**src/hw/gses_pkg.sv**
```systemverilog
// Purpose: shared constants and types for the gas sensor error/status block
// Assumes: 20 MHz clock, host reaches the error word through a plain read/write port
// Notes:   bit positions of the error word and baseline-correction timing live here
package gses_pkg;
  // error word layout
  localparam int unsigned ERR_W          = 16;
  localparam int unsigned BIT_FATAL      = 0;
  localparam int unsigned BIT_BUS        = 1;
  localparam int unsigned BIT_ALGO       = 2;
  localparam int unsigned BIT_CAL        = 3;
  localparam int unsigned BIT_DIAG       = 4;
  localparam int unsigned BIT_RANGE      = 5;
  localparam int unsigned BIT_MEM        = 6;
  localparam int unsigned BIT_NOMEAS     = 7;
  localparam int unsigned BIT_LOWV       = 8;
  localparam int unsigned BIT_TIMEOUT    = 9;
  localparam logic [15:0] ERR_RESET      = 16'h0080;
  localparam logic [15:0] ERR_USED_MASK  = 16'h03FF;
  // register map of this port
  localparam logic [7:0]  OFS_ERR        = 8'h00;
  localparam logic [7:0]  OFS_BL_CTRL    = 8'h01;
  localparam logic [7:0]  OFS_BL_PERIOD  = 8'h02;
  localparam logic [7:0]  OFS_BL_REF     = 8'h03;
  // control register fields: enable, and the one-shot force request
  localparam int unsigned CTRL_EN        = 0;
  localparam int unsigned CTRL_FORCE     = 1;
  // baseline-correction reset values; the period counts hours
  localparam logic        BL_EN_RST      = 1'b1;
  localparam logic [15:0] BL_REF_RST     = 16'h0000;
  localparam logic [15:0] BL_PERIOD_HRS  = 16'h00B4;
  localparam int unsigned CLK_HZ         = 20_000_000;
  localparam longint unsigned HOUR_CYC   = 64'(CLK_HZ) * 64'd3600;

  // error events raised by the sensor core, one-cycle pulses
  typedef struct packed {
    logic fatal;
    logic algo;
    logic cal_fail;
    logic diag;
    logic range;
    logic mem;
    logic lowv;
    logic timeout;
  } gses_evt_s;

  // measurement cycle markers
  typedef struct packed {
    logic start;
    logic done_ok;
  } gses_meas_s;

  typedef enum logic [1:0] {
    BL_IDLE  = 2'b00,
    BL_COUNT = 2'b01,
    BL_APPLY = 2'b11
  } gses_bl_e;
endpackage

```
**src/hw/gses_hour_tick.sv**
```systemverilog
// Purpose: divides the clock into one pulse per hour for baseline timing
// Assumes: single clock domain
// Notes:   CYC is a parameter so a simulation can shorten the hour
`timescale 1ns/10ps
`default_nettype none
module gses_hour_tick #(
  parameter longint unsigned CYC = gses_pkg::HOUR_CYC
) (
  // clock and reset
  input  wire logic clk_i,
  input  wire logic resetn_i,
  // output
  output logic      tick_o
);
  import gses_pkg::*;
  logic [37:0] cnt_q;
  wire         wrap = (cnt_q == 38'(CYC - 64'd1));

  // free-running counter; wrap makes the tick
  always_ff @(posedge clk_i or negedge resetn_i)
  begin
    if (!resetn_i)
    begin
      cnt_q  <= 38'h00_0000_0000;
      tick_o <= 1'b0;
    end
    else
    begin
      cnt_q  <= wrap ? 38'h00_0000_0000 : cnt_q + 38'h00_0000_0001;
      tick_o <= wrap;
    end
  end
endmodule // gses_hour_tick
`default_nettype wire

```
**src/hw/gses_top.sv**
```systemverilog
// What this block does
// (RULE1) front-end init failure sets bit 0
// (RULE2) access to unmapped address sets bit 1
// (RULE3) any calibration failure sets bit 3
// (RULE4) internal interface failure sets bit 4
// (RULE5) out-of-range sets bit 5, cleared at start
// (RULE6) memory operation error sets bit 6
// (RULE7) bit 7 set at power-up, cleared after measurement
// (RULE8) host polls bit 7 before powering down
// (RULE9) low regulated supply sets bit 8
// (RULE10) timeout sets bit 9, cleared on success
// (RULE11) forced correction only while auto correction enabled
// (RULE12) forced correction uses the stored reference
// (RULE13) forced correction applies at once
// (RULE14) correction period defaults 180 hours, host-writable
// (RULE15) corrupt algorithm parameters set bit 2
// (RULE16) bits 10 to 15 read zero, ignore writes
//
// Purpose: error word and baseline-correction gating of a gas sensor
// Assumes: core events are one-cycle pulses on clk_i; host port is synchronous
// Notes:   error flags other than 5, 7, 9 are sticky until reset or a host
//          write of one to the bit; a new event in the clear cycle wins
`timescale 1ns/10ps
`default_nettype none
module gses_top #(
  parameter longint unsigned HOUR_CYCLES = gses_pkg::HOUR_CYC
) (
  // clock and reset
  input  wire logic                 clk_i,
  input  wire logic                 resetn_i,
  // events from the sensor core
  input  wire gses_pkg::gses_evt_s  evt_i,
  input  wire gses_pkg::gses_meas_s meas_i,
  // host register port
  input  wire logic                 req_i,
  input  wire logic                 we_i,
  input  wire logic [7:0]           addr_i,
  input  wire logic [15:0]          wdata_i,
  output logic                      ack_o,
  output logic [15:0]               rdata_o,
  // error word and baseline correction toward the core
  output logic [15:0]               err_o,
  output logic                      auto_baseline_correction_o,
  output logic                      bl_apply_o,
  output logic [15:0]               bl_ref_o
);
  import gses_pkg::*;

  logic [15:0] err_q, err_d;
  logic        bl_en_q;
  logic [15:0] period_q;
  logic [15:0] hours_q;
  logic [15:0] ref_q;
  logic        force_q;
  gses_bl_e    st_q, st_d;
  logic        hour_tick;

  gses_hour_tick #(
    .CYC      (HOUR_CYCLES)
  ) u_tick (
    .clk_i    (clk_i),
    .resetn_i (resetn_i),
    .tick_o   (hour_tick)
  );

  // address decode
  function automatic logic is_mapped(input logic [7:0] a);
    is_mapped = (a == OFS_ERR) || (a == OFS_BL_CTRL) ||
                (a == OFS_BL_PERIOD) || (a == OFS_BL_REF);
  endfunction

  wire acc     = req_i;
  wire wr      = req_i & we_i;
  wire bad_acc = acc & ~is_mapped(addr_i); // RULE2
  wire wr_err  = wr & (addr_i == OFS_ERR);
  wire wr_ctrl = wr & (addr_i == OFS_BL_CTRL);
  wire wr_per  = wr & (addr_i == OFS_BL_PERIOD);
  wire wr_ref  = wr & (addr_i == OFS_BL_REF);
  // a forced request is simply dropped while auto correction is off
  wire force_req = wr_ctrl & wdata_i[CTRL_FORCE] & bl_en_q & wdata_i[CTRL_EN]; // RULE11
  wire [15:0] clr = wr_err ? wdata_i : 16'h0000;

  // event vector in error-word order
  logic [15:0] set_v;
  always_comb
  begin
    set_v              = 16'h0000;
    set_v[BIT_FATAL]   = evt_i.fatal;    // RULE1
    set_v[BIT_BUS]     = bad_acc;        // RULE2
    set_v[BIT_ALGO]    = evt_i.algo;     // RULE15
    set_v[BIT_CAL]     = evt_i.cal_fail; // RULE3
    set_v[BIT_DIAG]    = evt_i.diag;     // RULE4
    set_v[BIT_RANGE]   = evt_i.range;    // RULE5
    set_v[BIT_MEM]     = evt_i.mem;      // RULE6
    set_v[BIT_LOWV]    = evt_i.lowv;     // RULE9
    set_v[BIT_TIMEOUT] = evt_i.timeout;  // RULE10
  end

  // next error word: set beats clear; hardware-cleared bits follow measurement
  always_comb
  begin
    err_d = (err_q & ~clr) | set_v;
    if (meas_i.start && !evt_i.range)
    begin
      err_d[BIT_RANGE] = 1'b0; // RULE5
    end
    if (meas_i.done_ok && !evt_i.timeout)
    begin
      err_d[BIT_TIMEOUT] = 1'b0; // RULE10
    end
    // bit 7 is not host-clearable; only a finished cycle drops it
    err_d[BIT_NOMEAS] = err_q[BIT_NOMEAS] & ~meas_i.done_ok; // RULE7
    err_d = err_d & ERR_USED_MASK; // RULE16
  end

  always_ff @(posedge clk_i or negedge resetn_i)
  begin
    if (!resetn_i)
    begin
      err_q <= ERR_RESET; // RULE7
    end
    else
    begin
      err_q <= err_d;
    end
  end

  // baseline-correction control registers
  always_ff @(posedge clk_i or negedge resetn_i)
  begin
    if (!resetn_i)
    begin
      bl_en_q  <= BL_EN_RST;
      period_q <= BL_PERIOD_HRS; // RULE14
      ref_q    <= BL_REF_RST;
      force_q  <= 1'b0;
    end
    else
    begin
      if (wr_ctrl)
      begin
        bl_en_q <= wdata_i[CTRL_EN];
      end
      if (wr_per)
      begin
        period_q <= wdata_i; // RULE14
      end
      if (wr_ref)
      begin
        ref_q <= wdata_i; // RULE12
      end
      force_q <= force_req;
    end
  end

  // period state machine; forcing skips the rest of the wait
  wire period_up = hour_tick && (hours_q + 16'h0001 >= period_q);
  always_comb
  begin
    st_d = st_q;
    case (st_q)
      BL_IDLE:  st_d = bl_en_q ? BL_COUNT : BL_IDLE;
      BL_COUNT:
      begin
        if (!bl_en_q)
          st_d = BL_IDLE;
        else if (force_q || period_up)
          st_d = BL_APPLY; // RULE13
      end
      BL_APPLY: st_d = bl_en_q ? BL_COUNT : BL_IDLE;
      default:  st_d = BL_IDLE;
    endcase
  end

  always_ff @(posedge clk_i or negedge resetn_i)
  begin
    if (!resetn_i)
    begin
      st_q    <= BL_IDLE;
      hours_q <= 16'h0000;
    end
    else
    begin
      st_q <= st_d;
      if (st_q != BL_COUNT || st_d == BL_APPLY)
        hours_q <= 16'h0000;
      else if (hour_tick)
        hours_q <= hours_q + 16'h0001;
    end
  end

  // read mux
  logic [15:0] rd_mux;
  always_comb
  begin
    case (addr_i)
      OFS_ERR:        rd_mux = err_q;
      OFS_BL_CTRL:    rd_mux = {15'h0000, bl_en_q};
      OFS_BL_PERIOD:  rd_mux = period_q;
      OFS_BL_REF:     rd_mux = ref_q;
      default:        rd_mux = 16'h0000;
    endcase
  end

  // registered outputs
  always_ff @(posedge clk_i or negedge resetn_i)
  begin
    if (!resetn_i)
    begin
      ack_o                      <= 1'b0;
      rdata_o                    <= 16'h0000;
      err_o                      <= ERR_RESET;
      auto_baseline_correction_o <= BL_EN_RST;
      bl_apply_o                 <= 1'b0;
      bl_ref_o                   <= BL_REF_RST;
    end
    else
    begin
      ack_o                      <= acc;
      rdata_o                    <= (acc && !we_i) ? rd_mux : 16'h0000;
      err_o                      <= err_d;
      auto_baseline_correction_o <= bl_en_q;
      bl_apply_o                 <= (st_d == BL_APPLY); // RULE13
      bl_ref_o                   <= ref_q;              // RULE12
    end
  end
endmodule // gses_top
`default_nettype wire

```
**config.mk**
```make
export PLATFORM = sky130hd
export DESIGN_NAME = gses_top
export DESIGN_NICKNAME = d
export VERILOG_FILES = /design/src/hw/gses_pkg.sv /design/src/hw/gses_hour_tick.sv /design/src/hw/gses_top.sv
export SDC_FILE = /design/constraint.sdc
export NUM_CORES = 1
export LEC_CHECK = 0
export BUFFER_PORTS_ARGS = -buffer_cell sky130_fd_sc_hd__buf_2
export CAP_MARGIN = 20
export CORE_MARGIN = 1.5
export CORE_UTILIZATION = 40
export DETAILED_ROUTE_END_ITERATION = 10
export PLACE_DENSITY_LB_ADDON = 0.12
export REMOVE_ABC_BUFFERS = 1
export SETUP_SLACK_MARGIN = 0.3
export SLEW_MARGIN = 5
export SYNTH_ARGS = -nofsm -noshare
export SYNTH_HDL_FRONTEND = slang
export SYNTH_HIERARCHICAL = 1
export SYNTH_SLANG_ARGS = --single-unit
```
**constraint.sdc**
```tcl
create_clock -name clk_i -period 6.76 [get_ports clk_i]
set_input_delay 0.338 -clock clk_i [delete_from_list [all_inputs] [get_ports clk_i]]
set_output_delay 0.338 -clock clk_i [all_outputs]
set_load 0.005 [all_outputs]
```
==> out/results.tsv, run 1 <==
stage	metric	value	unit
outcome	run status	complete, no violations	
synth	Synth Flop Type	dfrtp_1	
timing	post-layout minimum cycle time	3.66	ns
critical_path	Stages on worst setup path	11	
cells_and_area	Area Overhead vs Synth	19.1	%
power	static leakage	3.80	nW
cells_and_area	fillcell total	1472	
critical_path	CP Class	reg -> reg	
detailed_routing	routed wire length	13800	um
timing	final hold viol count	0	
cts	hold buffer count at cts	1	
synth	Synthesis Warnings	6	
critical_path	FF-to-FF End	hours_q[2]$_DFFE_PN0P_	
timing	Tcrit/Tclk final	54.2	%
critical_path	crit path capture type	register	
synth	Cell Area, Synth	6390	um^2
die	Initial Utilization	40.5	%
die	top-level port count	89	
die	core area	15800	um^2
critical_path	Required @ worst endpoint	7.04	ns
cts	clk slew on worst S/H paths	0.05	ns
power	Worst IR Drop VDD	0.173	mV
cts	TritonCTS clock tree	done	
cts	Clk Latency, worst-skew pair	0.41	ns
timing	maximum clock rate	273	MHz
critical_path	crit path max fanout	16	
die	Die W	129	um
place	Final HPWL DP	9630	um
place	I/O Buffers	82	
critical_path	arrival time at the worst endpoint	3.95	ns
detailed_routing	DR top layer	met4	
power	PwrDens	242	nW/um^2
grt	total grt overflow	0	
cells_and_area	number of antenna diodes	0	
cts	H-tree depth	4	
detailed_routing	routed wl met3	514	um
critical_path	critical path startpoint	hours_q[2]$_DFFE_PN0P_	
critical_path	reg2reg path depth	11	
timing	measured slew at the worst slew-check pin	0.734	ns
detailed_routing	DRT iter0 DRCs	180	
grt	first-pass GRT wire length	23000	um
critical_path	r2r setup slk	3.10	ns
grt	largest net degree at the start of global routing	81	
synth	syn_area_per_cell	10.9	um^2
synth	Synth Register Bits	136	
timing	Slew Limit Fails	0	
critical_path	most used cell, CP	nand3_1	
detailed_routing	met1 WL	6830	um
job	MaxCap Viol Count	0	
die	number of cell rows	46	
synth	Mapped Cells	587	
detailed_routing	drt drc	0	
critical_path	startpoint types	register	
timing	Final setup viols	0	
detailed_routing	met2 wire len	6240	um
synth	Cell variety after synth	54	
grt	Overall Global Routing Usage	17.8	%
cts	number of CTS-inserted buffers	17	
timing	Rel. slew slack	50.9	%
cells_and_area	Util after Layout	48.3	%
detailed_routing	Initial DRT Pass Iterations	4	
synth	Seq/Total Area, Yosys	53.4	%
cts	post_cts resized	0	
critical_path	WP buf/inv	0	
cells_and_area	fraction of layout cells with a size suffix above 1	23.8	%
die	die area	16700	um^2
cts	Max clock buf depth	2	
min_path	worst min path class	in -> reg	
cts	Post-CTS Setup Bufs	0	
critical_path	Cell Chain, Critical Path	nand3_1, nor3_1, and2_1, nand3_1, xnor2_1, ha_1, nand4_1, or4_1, o32ai_1, o32a_2, nor2_1	
synth	Post-synth EDFFs	0	
detailed_routing	Avg Vias per Cell	4.97	
critical_path	Worst setup endpoint	hours_q[2]$_DFFE_PN0P_	
critical_path	CP delay by family, top	simple AND/OR/NAND/NOR gates	
timing	Final Skew	0.00732	ns
grt	initial antenna violation count	0	
timing	unrepaired setup endpoints after global routing	no	
detailed_routing	ANT nets after route	0	
grt	number of global-route vias before repair	4483	
critical_path	slowest stage cell, crit path	nor3_1	
cts	Num Clock Sinks	136	
detailed_routing	wire length per cell	15.3	um
die	chip height	129	um
synth	FFs w/ async S/R, synth	100	%
critical_path	FF-to-FF Start	hours_q[2]$_DFFE_PN0P_	
cells_and_area	Layout Nets	730	
place	GPL Wtd Cong	0.787	
cts	root buffer cell	clkbuf_16	
detailed_routing	via count	4470	
timing	final setup TNS	0	ns
critical_path	CP max stage delay	0.60	ns
==> metrics by stage <==
step                std cells  hold WS (ns)  power [mW]  cell area, um^2  setup WS [ns]
floorplan                 567        0.0424       0.872             6270           3.65
global placement          867         0.333       0.918             6980           3.29
detailed placement        867         0.339       0.920             6980           3.12
CTS                       899        0.0497        1.87             7590           3.10
global route              900        0.0715        1.91             7610           2.81
finish                    900        0.0658        1.84             7610           3.10
==> cell families after synthesis <==
logic type	share of synthesized area (%)
compound gates	5.42
xor+xnor	8.63
fa+ha+maj	3.92
buf+inv	3.56
flops	53.4
mux	6.03
other cells	0.0587
simple gates	19.0
==> state kept, by name, summed over array words and instances (netlist names) <==
name / cells
ack_o: 1
auto_baseline_correction_o: 1
bl_apply_o: 1
bl_en_q: 1
bl_ref_o: 16
err_o: 10
force_q: 1
hours_q: 16
period_q: 16
rdata_o: 16
ref_q: 16
st_q: 2
u_tick/cnt_q: 38
u_tick/tick_o: 1
==> how the worst min path moves through the flow <==
stage                                 endpoint      start  cells past startpoint
final                       err_o[7]$_DFF_PN1_  meas_i[0]                      2
after global routing        err_o[7]$_DFF_PN1_  meas_i[0]                      2
after CTS                   err_o[7]$_DFF_PN1_  meas_i[0]                      2
after detailed placement  rdata_o[7]$_DFF_PN0_   resetn_i                      1
after global placement    rdata_o[7]$_DFF_PN0_   resetn_i                      1
after floorplan                ack_o$_DFF_PN0_   resetn_i                      0
==> synthesized netlist by cell type (2+ instances only) <==
library cell	n	area share (%)
o21a_1	2	0.23
mux2i_1	16	2.5
or2_2	2	0.20
nand3_2	4	0.63
dfrtp_1	129	51
inv_1	24	1.4
buf_6	2	0.35
a31o_2	2	0.27
nor3_1	5	0.39
ha_1	20	3.9
dfstp_2	7	2.9
o21ai_0	25	2.0
and2_1	2	0.20
nand2_1	48	2.8
xnor2_1	22	3.0
buf_4	6	0.70
nor4_1	4	0.39
nand4_1	20	2.0
nor2b_1	3	0.29
nand2b_1	2	0.20
a21o_1	6	0.70
clkbuf_1	12	0.70
a21oi_1	16	1.3
nor3_2	2	0.31
nand3_1	26	2.0
and4_1	4	0.55
mux2_2	18	3.2
buf_2	4	0.31
nor4_4	3	1.0
xor2_1	41	5.6
and3_1	13	1.3
and3_2	3	0.35
nor2_1	73	4.3
==> routing by layer <==
layer  GRT usage [%]  vias up
li1                -     2172
met1            24.8     2204
met2            27.8       79
met3            3.76       15
met4            6.15        0
met5               0        -
==> cell usage in the layout (no fill, tap or decap), drive strengths merged, types with 18 or more instances in the layout <==
cell / instances
nand4: 22
clkbuf: 24
ha: 20
dfrtp: 129
buf: 85
nand3: 30
nand2: 49
o21ai: 25
xor2: 41
inv: 24
xnor2: 22
nor2: 73
mux2: 18
==> report_power, final <==
part | switching [mW] | internal, mW
registers | 0.00630 | 0.827
clock network | 0.329 | 0.607
logic | 0.0452 | 0.0272
==> area by class of cell <==
class	instances	area [um^2]	share of cell area [%]
Multi-Input combinational cell	407	2780	36.5
Clock buffer	24	482	6.33
Tap cell	216	270	3.55
Clock inverter	7	119	1.56
Inverter	24	90.1	1.18
Sequential cell	136	3410	44.8
Timing Repair Buffer	86	462	6.07
(Power assumes the default switching activity.)
==> inputs of run 2 (changes only) <==
- clock period: 6.76 -> 3.5 ns (I/O delays scaled with it)
==> run 2 against run 1 <==
Critical path depth up 1; flip-flop and latch count unchanged; total power up 100%; final area up 6.0%; register-to-register slack worse by 2.6 ns; clock skew up 0.0033 ns; largest power group unchanged; sequential power up 93%; global-route usage up 0.81 points; via count up 2.5%; clock power up 110%; sequential share of layout area down 2.4 points; critical path type unchanged; worst hold slack worse by 0.036 ns.
==> out/results.tsv, run 2 (synthesis results as in run 1) <==
stage	metric	value	unit	change
outcome	run status	complete, no violations		unchanged
grt	initial antenna violation count	0		unchanged
die	core area	15800	um^2	unchanged
cts	clk slew on worst S/H paths	0.06	ns	was 0.05 ns
grt	met2 usage	28.5	%	was 27.8%
critical_path	startpoint types	register		unchanged
timing	unrepaired setup endpoints after global routing	no		unchanged
die	chip height	129	um	unchanged
place	I/O Buffers	82		unchanged
cts	TritonCTS clock tree	done		unchanged
timing	Final setup viols	0		unchanged
detailed_routing	DRT iter0 DRCs	217		was 180
place	Final HPWL DP	9760	um	was 9630 um
timing	Tcrit/Tclk final	86.9	%	was 54.2%
detailed_routing	drt drc	0		unchanged
cts	number of CTS-inserted buffers	17		unchanged
grt	largest net degree at the start of global routing	99		was 81
cts	H-tree depth	4		unchanged
cts	Clk Latency, worst-skew pair	0.42	ns	was 0.41 ns
power	static leakage	4.00	nW	was 3.80 nW
cts	Num Clock Sinks	136		unchanged
critical_path	slowest stage cell, crit path	or4_4		was nor3_1
cts	Max clock buf depth	2		unchanged
critical_path	Cell Chain, Critical Path	nand3_2, nor3_4, and2_4, nand3_1, xnor2_1, ha_1, nand4_1, or4_4, o32ai_4, o32a_4, buf_12, nor2_1		was nand3_1, nor3_1, and2_1, nand3_1, xnor2_1, ha_1, nand4_1, or4_1, o32ai_1, o32a_2, nor2_1
timing	Final WS setup	0.460	ns	was 3.10 ns
cells_and_area	max reg flops	38		unchanged
cells_and_area	most frequent cells in the layout	122 x dfrtp_1, 81 x buf_2, 72 x nor2_1, 47 x nand2_1, 41 x xor2_1		was 129 x dfrtp_1, 81 x buf_2, 73 x nor2_1, 48 x nand2_1, 41 x xor2_1
cells_and_area	fraction of layout cells with a size suffix above 1	27.3	%	was 23.8%
cells_and_area	most common cell after layout, fill and taps aside	dfrtp_1		unchanged
timing	Rel. slew slack	38.5	%	was 50.9%
min_path	worst min path class	in -> reg		unchanged
place	Placement Setup Slack	0.0198	ns	was 3.12 ns
grt	Overall Global Routing Usage	18.6	%	was 17.8%
grt	most used routing layer	met2		unchanged
die	top-level port count	89		unchanged
grt	number of global-route vias before repair	4573		was 4483
critical_path	WP buf/inv	1		was 0
cells_and_area	post-route insts no fill	934		was 900
power	PwrDens	464	nW/um^2	was 242 nW/um^2
timing	Slew Limit Fails	0		unchanged
critical_path	crit path max fanout	16		unchanged
critical_path	Required @ worst endpoint	3.80	ns	was 7.04 ns
power	Worst IR Drop VDD	0.348	mV	was 0.173 mV
critical_path	CP Class	reg -> reg		unchanged
job	MaxCap Viol Count	0		unchanged
detailed_routing	Avg Vias per Cell	4.90		was 4.97
timing	maximum clock rate	329	MHz	was 273 MHz
place	GPL Wtd Cong	0.824		was 0.787
timing	measured slew at the worst slew-check pin	0.922	ns	was 0.734 ns
detailed_routing	routed wire length	14700	um	was 13800 um
cells_and_area	Largest Register	u_tick/cnt_q		unchanged
die	die area	16700	um^2	unchanged
cts	root buffer cell	clkbuf_16		unchanged
timing	final hold viol count	0		unchanged
detailed_routing	Initial DRT Pass Iterations	4		unchanged
die	Initial Utilization	40.5	%	unchanged
die	Die W	129	um	unchanged
cells_and_area	Layout Nets	763		was 730
timing	Final Skew	0.0106	ns	was 0.00732 ns
critical_path	arrival time at the worst endpoint	3.34	ns	was 3.95 ns
cells_and_area	Area Overhead vs Synth	26.2	%	was 19.1%
cells_and_area	fillcell total	1455		was 1472
place	dpl cells	870		was 867
die	number of cell rows	46		unchanged
grt	first-pass GRT wire length	24000	um	was 23000 um
grt	met1 Use GR	26.2	%	was 24.8%
detailed_routing	via count	4580		was 4470
detailed_routing	wire length per cell	15.7	um	was 15.3 um
critical_path	CP delay by family, top	simple AND/OR/NAND/NOR gates		unchanged
critical_path	CP max stage delay	0.58	ns	was 0.60 ns
critical_path	crit path capture type	register		unchanged
grt	met3 Use GR	4.34	%	was 3.76%
cells_and_area	number of antenna diodes	0		unchanged
timing	final setup TNS	0	ns	unchanged
grt	total grt overflow	0		unchanged
timing	post-layout minimum cycle time	3.04	ns	was 3.66 ns
detailed_routing	ANT nets after route	0		unchanged
==> run 2: cell type report <==
cell class,instances,area [um^2],share of cell area [%]
clock buffer,18,429,5.32
clock inverter,14,221,2.75
inverter,24,90.1,1.12
multi-input combinational,407,2870,35.6
sequential,136,3420,42.4
tap,216,270,3.35
timing repair buffer,119,764,9.48
==> run 2: final timing paths <==
path,from,slack [ns],cells after the start,endpoint
setup / recovery,hours_q[2]$_DFFE_PN0P_,0.46,12,hours_q[12]$_DFFE_PN0P_
hold / removal,wdata_i[1],0.03,3,period_q[1]$_DFFE_PN0P_
setup reg to reg,hours_q[2]$_DFFE_PN0P_,0.46,12,hours_q[12]$_DFFE_PN0P_
hold reg to reg,bl_en_q$_DFFE_PN1P_,0.40,0,auto_baseline_correction_o$_DFF_PN1_
max in group asynchronous,resetn_i,2.15,3,bl_en_q$_DFFE_PN1P_
min in group asynchronous,resetn_i,0.42,2,ref_q[4]$_DFFE_PN0P_
==> run 2: through the flow <==
step                hold WS, ns  instance area (um^2)  power, mW  utilization, %
CTS                      0.0162                  7930       3.78            50.3
global placement          0.321                  7000       1.77            44.4
detailed placement        0.314                  7000       1.78            44.4
finish                   0.0300                  8070       3.74            51.2
floorplan                -0.121                  6270       1.69               -
global route             0.0270                  8070       3.88            51.2
==> run 2: report_power, final <==
part	total (mW)	switching [mW]	internal, mW
registers	1.61	0.0124	1.60
logic	0.162	0.0925	0.0697
clock network	1.97	0.698	1.27
==> run 2: worst register-to-register path, cell delays in order, from the launching register on <==
cell	delay, ns
dfrtp_2	0.46
nand3_2	0.16
nor3_4	0.19
and2_4	0.18
nand3_1	0.10
xnor2_1	0.15
ha_1	0.30
nand4_1	0.13
or4_4	0.58
o32ai_4	0.28
o32a_4	0.21
buf_12	0.13
nor2_1	0.06
==> run 2: layer usage <==
layer | routed length, um | share of wire (%)
met4 | 110 | 0.75
met2 | 6730 | 46
met1 | 7180 | 49
met3 | 637 | 4.3
met5 | 0 | 0
==> run 2: repair_timing <==
action / CTS / global route
resized for setup: 3 / 21
pin swaps: 2 / 5
hold endpoints to repair: 119 / 0
setup endpoints to repair: 19 / 19
hold buffers: 23 / 0
buffers inserted: 3 / 6
==> inputs of run 3 (changes only) <==
- ABC_AREA: default -> 1
==> run 3 against run 2 <==
Setup slack better by 0.054 ns; total power shrank 2.6%; critical path depth up 7; die area increased by 12%.
==> out/results.tsv, run 3 <==
stage	metric	value	unit	change
detailed_routing	via count	6028		was 4580
critical_path	crit path max fanout	8		was 16
timing	unrepaired setup endpoints after global routing	no		unchanged
critical_path	CP Class	reg -> reg		unchanged
cts	Clk Latency, worst-skew pair	0.43	ns	was 0.42 ns
cells_and_area	max reg flops	38		unchanged
synth	Synthesis Warnings	6		unchanged
cells_and_area	Area Overhead vs Synth	21.5	%	was 26.2%
die	top-level port count	89		unchanged
detailed_routing	DRT iter0 DRCs	313		was 217
timing	final hold viol count	0		unchanged
detailed_routing	Avg Vias per Cell	4.80		was 4.90
grt	total grt overflow	0		unchanged
synth	syn_area_per_cell	7.95	um^2	was 10.9 um^2
die	chip height	137	um	was 129 um
synth	FFs w/ async S/R, synth	100	%	unchanged
cts	root buffer cell	clkbuf_16		unchanged
timing	Final setup viols	0		unchanged
synth	Synth Register Bits	136		unchanged
die	die area	18800	um^2	was 16700 um^2
synth	Post-synth top cells	234 x nand2_1, 148 x inv_1, 129 x dfrtp_1		was 129 x dfrtp_1, 73 x nor2_1, 48 x nand2_1
cells_and_area	fraction of layout cells with a size suffix above 1	18.6	%	was 27.3%
detailed_routing	Initial DRT Pass Iterations	5		was 4
cells_and_area	most frequent cells in the layout	232 x nand2_1, 147 x inv_1, 129 x dfrtp_1, 94 x nor2_1, 81 x buf_2		was 122 x dfrtp_1, 81 x buf_2, 72 x nor2_1, 47 x nand2_1, 41 x xor2_1
die	Die W	137	um	was 129 um
detailed_routing	wire length per cell	14.2	um	was 15.7 um
grt	initial antenna violation count	1		was 0
power	Worst IR Drop VDD	0.317	mV	was 0.348 mV
timing	Rel. slew slack	44.0	%	was 38.5%
die	core area	17400	um^2	was 15800 um^2
grt	largest net degree at the start of global routing	90		was 99
grt	met1 Use GR	26.6	%	was 26.2%
synth	Post-synth EDFFs	0		unchanged
synth	Seq/Total Area, Yosys	47.5	%	was 53.4%
synth	area leader, netlist	dfrtp_1		unchanged
cells_and_area	Layout Nets	1075		was 763
timing	Tcrit/Tclk final	85.3	%	was 86.9%
timing	post-layout minimum cycle time	2.99	ns	was 3.04 ns
place	I/O Buffers	82		unchanged
place	GPL Wtd Cong	0.850		was 0.824
power	static leakage	4.49	nW	was 4.00 nW
synth	Mapped Cells	904		was 587
synth	ranking of synthesized cells by area	dfrtp_1 45%, nand2_1 12%, inv_1 7.7%		was dfrtp_1 51%, xor2_1 5.6%, nor2_1 4.3%
timing	final setup TNS	0	ns	unchanged
grt	met2 usage	32.5	%	was 28.5%
critical_path	Required @ worst endpoint	3.81	ns	was 3.80 ns
min_path	worst min path class	in -> reg		unchanged
die	number of cell rows	48		was 46
cts	Num Clock Sinks	136		unchanged
timing	measured slew at the worst slew-check pin	0.838	ns	was 0.922 ns
grt	Overall Global Routing Usage	20.3	%	was 18.6%
cts	number of CTS-inserted buffers	17		unchanged
timing	Final WS setup	0.513	ns	was 0.460 ns
place	Final HPWL DP	12900	um	was 9760 um
cts	H-tree depth	4		unchanged
timing	Slew Limit Fails	0		unchanged
outcome	run status	complete, no violations		unchanged
grt	number of global-route vias before repair	5690		was 4573
timing	maximum clock rate	335	MHz	was 329 MHz
job	MaxCap Viol Count	0		unchanged
critical_path	arrival time at the worst endpoint	3.30	ns	was 3.34 ns
cts	clk slew on worst S/H paths	0.06	ns	about the same
critical_path	crit path capture type	register		unchanged
synth	Cell variety after synth	44		was 54
synth	Yosys top cell area share	44.9	%	was 50.5%
critical_path	startpoint types	register		unchanged
grt	most used routing layer	met2		unchanged
synth	Synth Flop Type	dfrtp_1		unchanged
synth	Cell Area, Synth	7190	um^2	was 6390 um^2
grt	first-pass GRT wire length	28900	um	was 24000 um
cells_and_area	most common cell after layout, fill and taps aside	nand2_1		was dfrtp_1
power	final total power	3.64	mW	was 3.74 mW
synth	most frequent cell after synthesis	nand2_1		was dfrtp_1
grt	met3 Use GR	4.89	%	was 4.34%
place	Placement Setup Slack	0.398	ns	was 0.0198 ns
detailed_routing	routed wire length	17800	um	was 14700 um
cells_and_area	Largest Register	u_tick/cnt_q		unchanged
timing	Final Skew	0.00839	ns	was 0.0106 ns
detailed_routing	drt drc	0		unchanged
cts	Max clock buf depth	2		unchanged
detailed_routing	ANT nets after route	0		unchanged
die	Initial Utilization	41.3	%	was 40.5%
power	PwrDens	417	nW/um^2	was 464 nW/um^2
cts	TritonCTS clock tree	done		unchanged
-- run 3: changes by cell type after synthesis, moves of 9 or more --
cell,delta
nand2_1,+186
inv_1,+124
nor2_1,+25
o21ai_1,+21
xor2_1,-20
mux2_2,-18
xnor2_1,-17
o21ai_0,+14
mux2i_1,-13
and3_1,-12
inv_2,+11
nor2_2,+10
nand3_1,+9
-- run 3: where the power goes --
part           total [mW]  internal (mW)  switching [mW]
logic               0.254         0.0839           0.170
clock network        1.78           1.01           0.768
registers            1.61           1.60          0.0149
-- run 3: final cells by class --
cell class | count | area [um^2]
fill | 1703 | 8680
clock inverter | 15 | 155
antenna | 1 | 2.50
clock buffer | 17 | 425
timing repair buffer | 109 | 702
sequential | 136 | 3410
multi-input combinational | 593 | 3160
inverter | 160 | 601
tap | 225 | 282
-- run 3: routing by layer --
| layer | vias up | share of wire (%) |
|---|---|---|
| met5 | - | 0 |
| met4 | 0 | 2.0 |
| met3 | 28 | 4.4 |
| met2 | 161 | 47 |
| met1 | 2798 | 47 |
| li1 | 3041 | - |
-- run 3: timing repair --
action | in CTS | in global routing
hold buffers | 17 | 0
endpoints found under the setup margin | 0 | 16
resized for setup | 0 | 19
hold endpoints to repair | 97 | 0
buffers inserted | 0 | 6
-- run 3: worst paths after layout --
check | cells past startpoint | slack (ns) | to | start
min in group asynchronous | 2 | 0.39 | u_tick/cnt_q[27]$_DFF_PN0_ | resetn_i
max in group asynchronous | 3 | 2.36 | hours_q[5]$_DFFE_PN0P_ | resetn_i
setup reg to reg | 19 | 0.51 | hours_q[5]$_DFFE_PN0P_ | hours_q[0]$_DFFE_PN0P_
hold / removal | 3 | 0.02 | ref_q[12]$_DFFE_PN0P_ | wdata_i[12]
hold reg to reg | 0 | 0.40 | bl_ref_o[13]$_DFF_PN0_ | ref_q[13]$_DFFE_PN0P_
setup / recovery | 19 | 0.51 | hours_q[5]$_DFFE_PN0P_ | hours_q[0]$_DFFE_PN0P_
-- run 3: worst max-delay path, stage by stage, from the launching register on --
cell     delay, ns
dfrtp_1       0.41
ha_2          0.21
nand2_1       0.08
nor2_4        0.18
nand3_4       0.11
nor4_4        0.28
nand2_1       0.10
and2_1        0.17
ha_1          0.28
nand2_2       0.06
nor3_2        0.17
nand2_1       0.07
nand2_1       0.08
nand2_1       0.08
nand3_1       0.10
nand2_1       0.05
nand2_1       0.13
nand2_4       0.11
nand2_8       0.13
nor2_1        0.05
-- run 3: cell families (layout without fill, tap and decap cells) --
group,count (synthesis),count (layout),share of synthesized area [%]
muxes,3,3,0.418
AOI/OAI and AO/OA,91,91,7.07
buffers and inverters,181,301,10.1
other,1,7,0.0522
adders and majority gates,20,20,3.48
DFF,136,136,47.5
and+or+nand+nor,445,446,28.0
xor gates and xnor gates,27,27,3.39
-- run 3: per-stage QoR --
stage | instances | area (um^2) | util (%) | hold WS, ns
5_1_grt | 1255 | 8730 | 50.1 | 0.0315
3_3_place_gp | 1197 | 7810 | 44.8 | 0.310
3_5_place_dp | 1197 | 7810 | 44.8 | 0.313
6_report | 1256 | 8740 | 50.2 | 0.0245
4_1_cts | 1246 | 8560 | 49.1 | 0.0163
2_1_floorplan | 888 | 7080 | - | -0.121
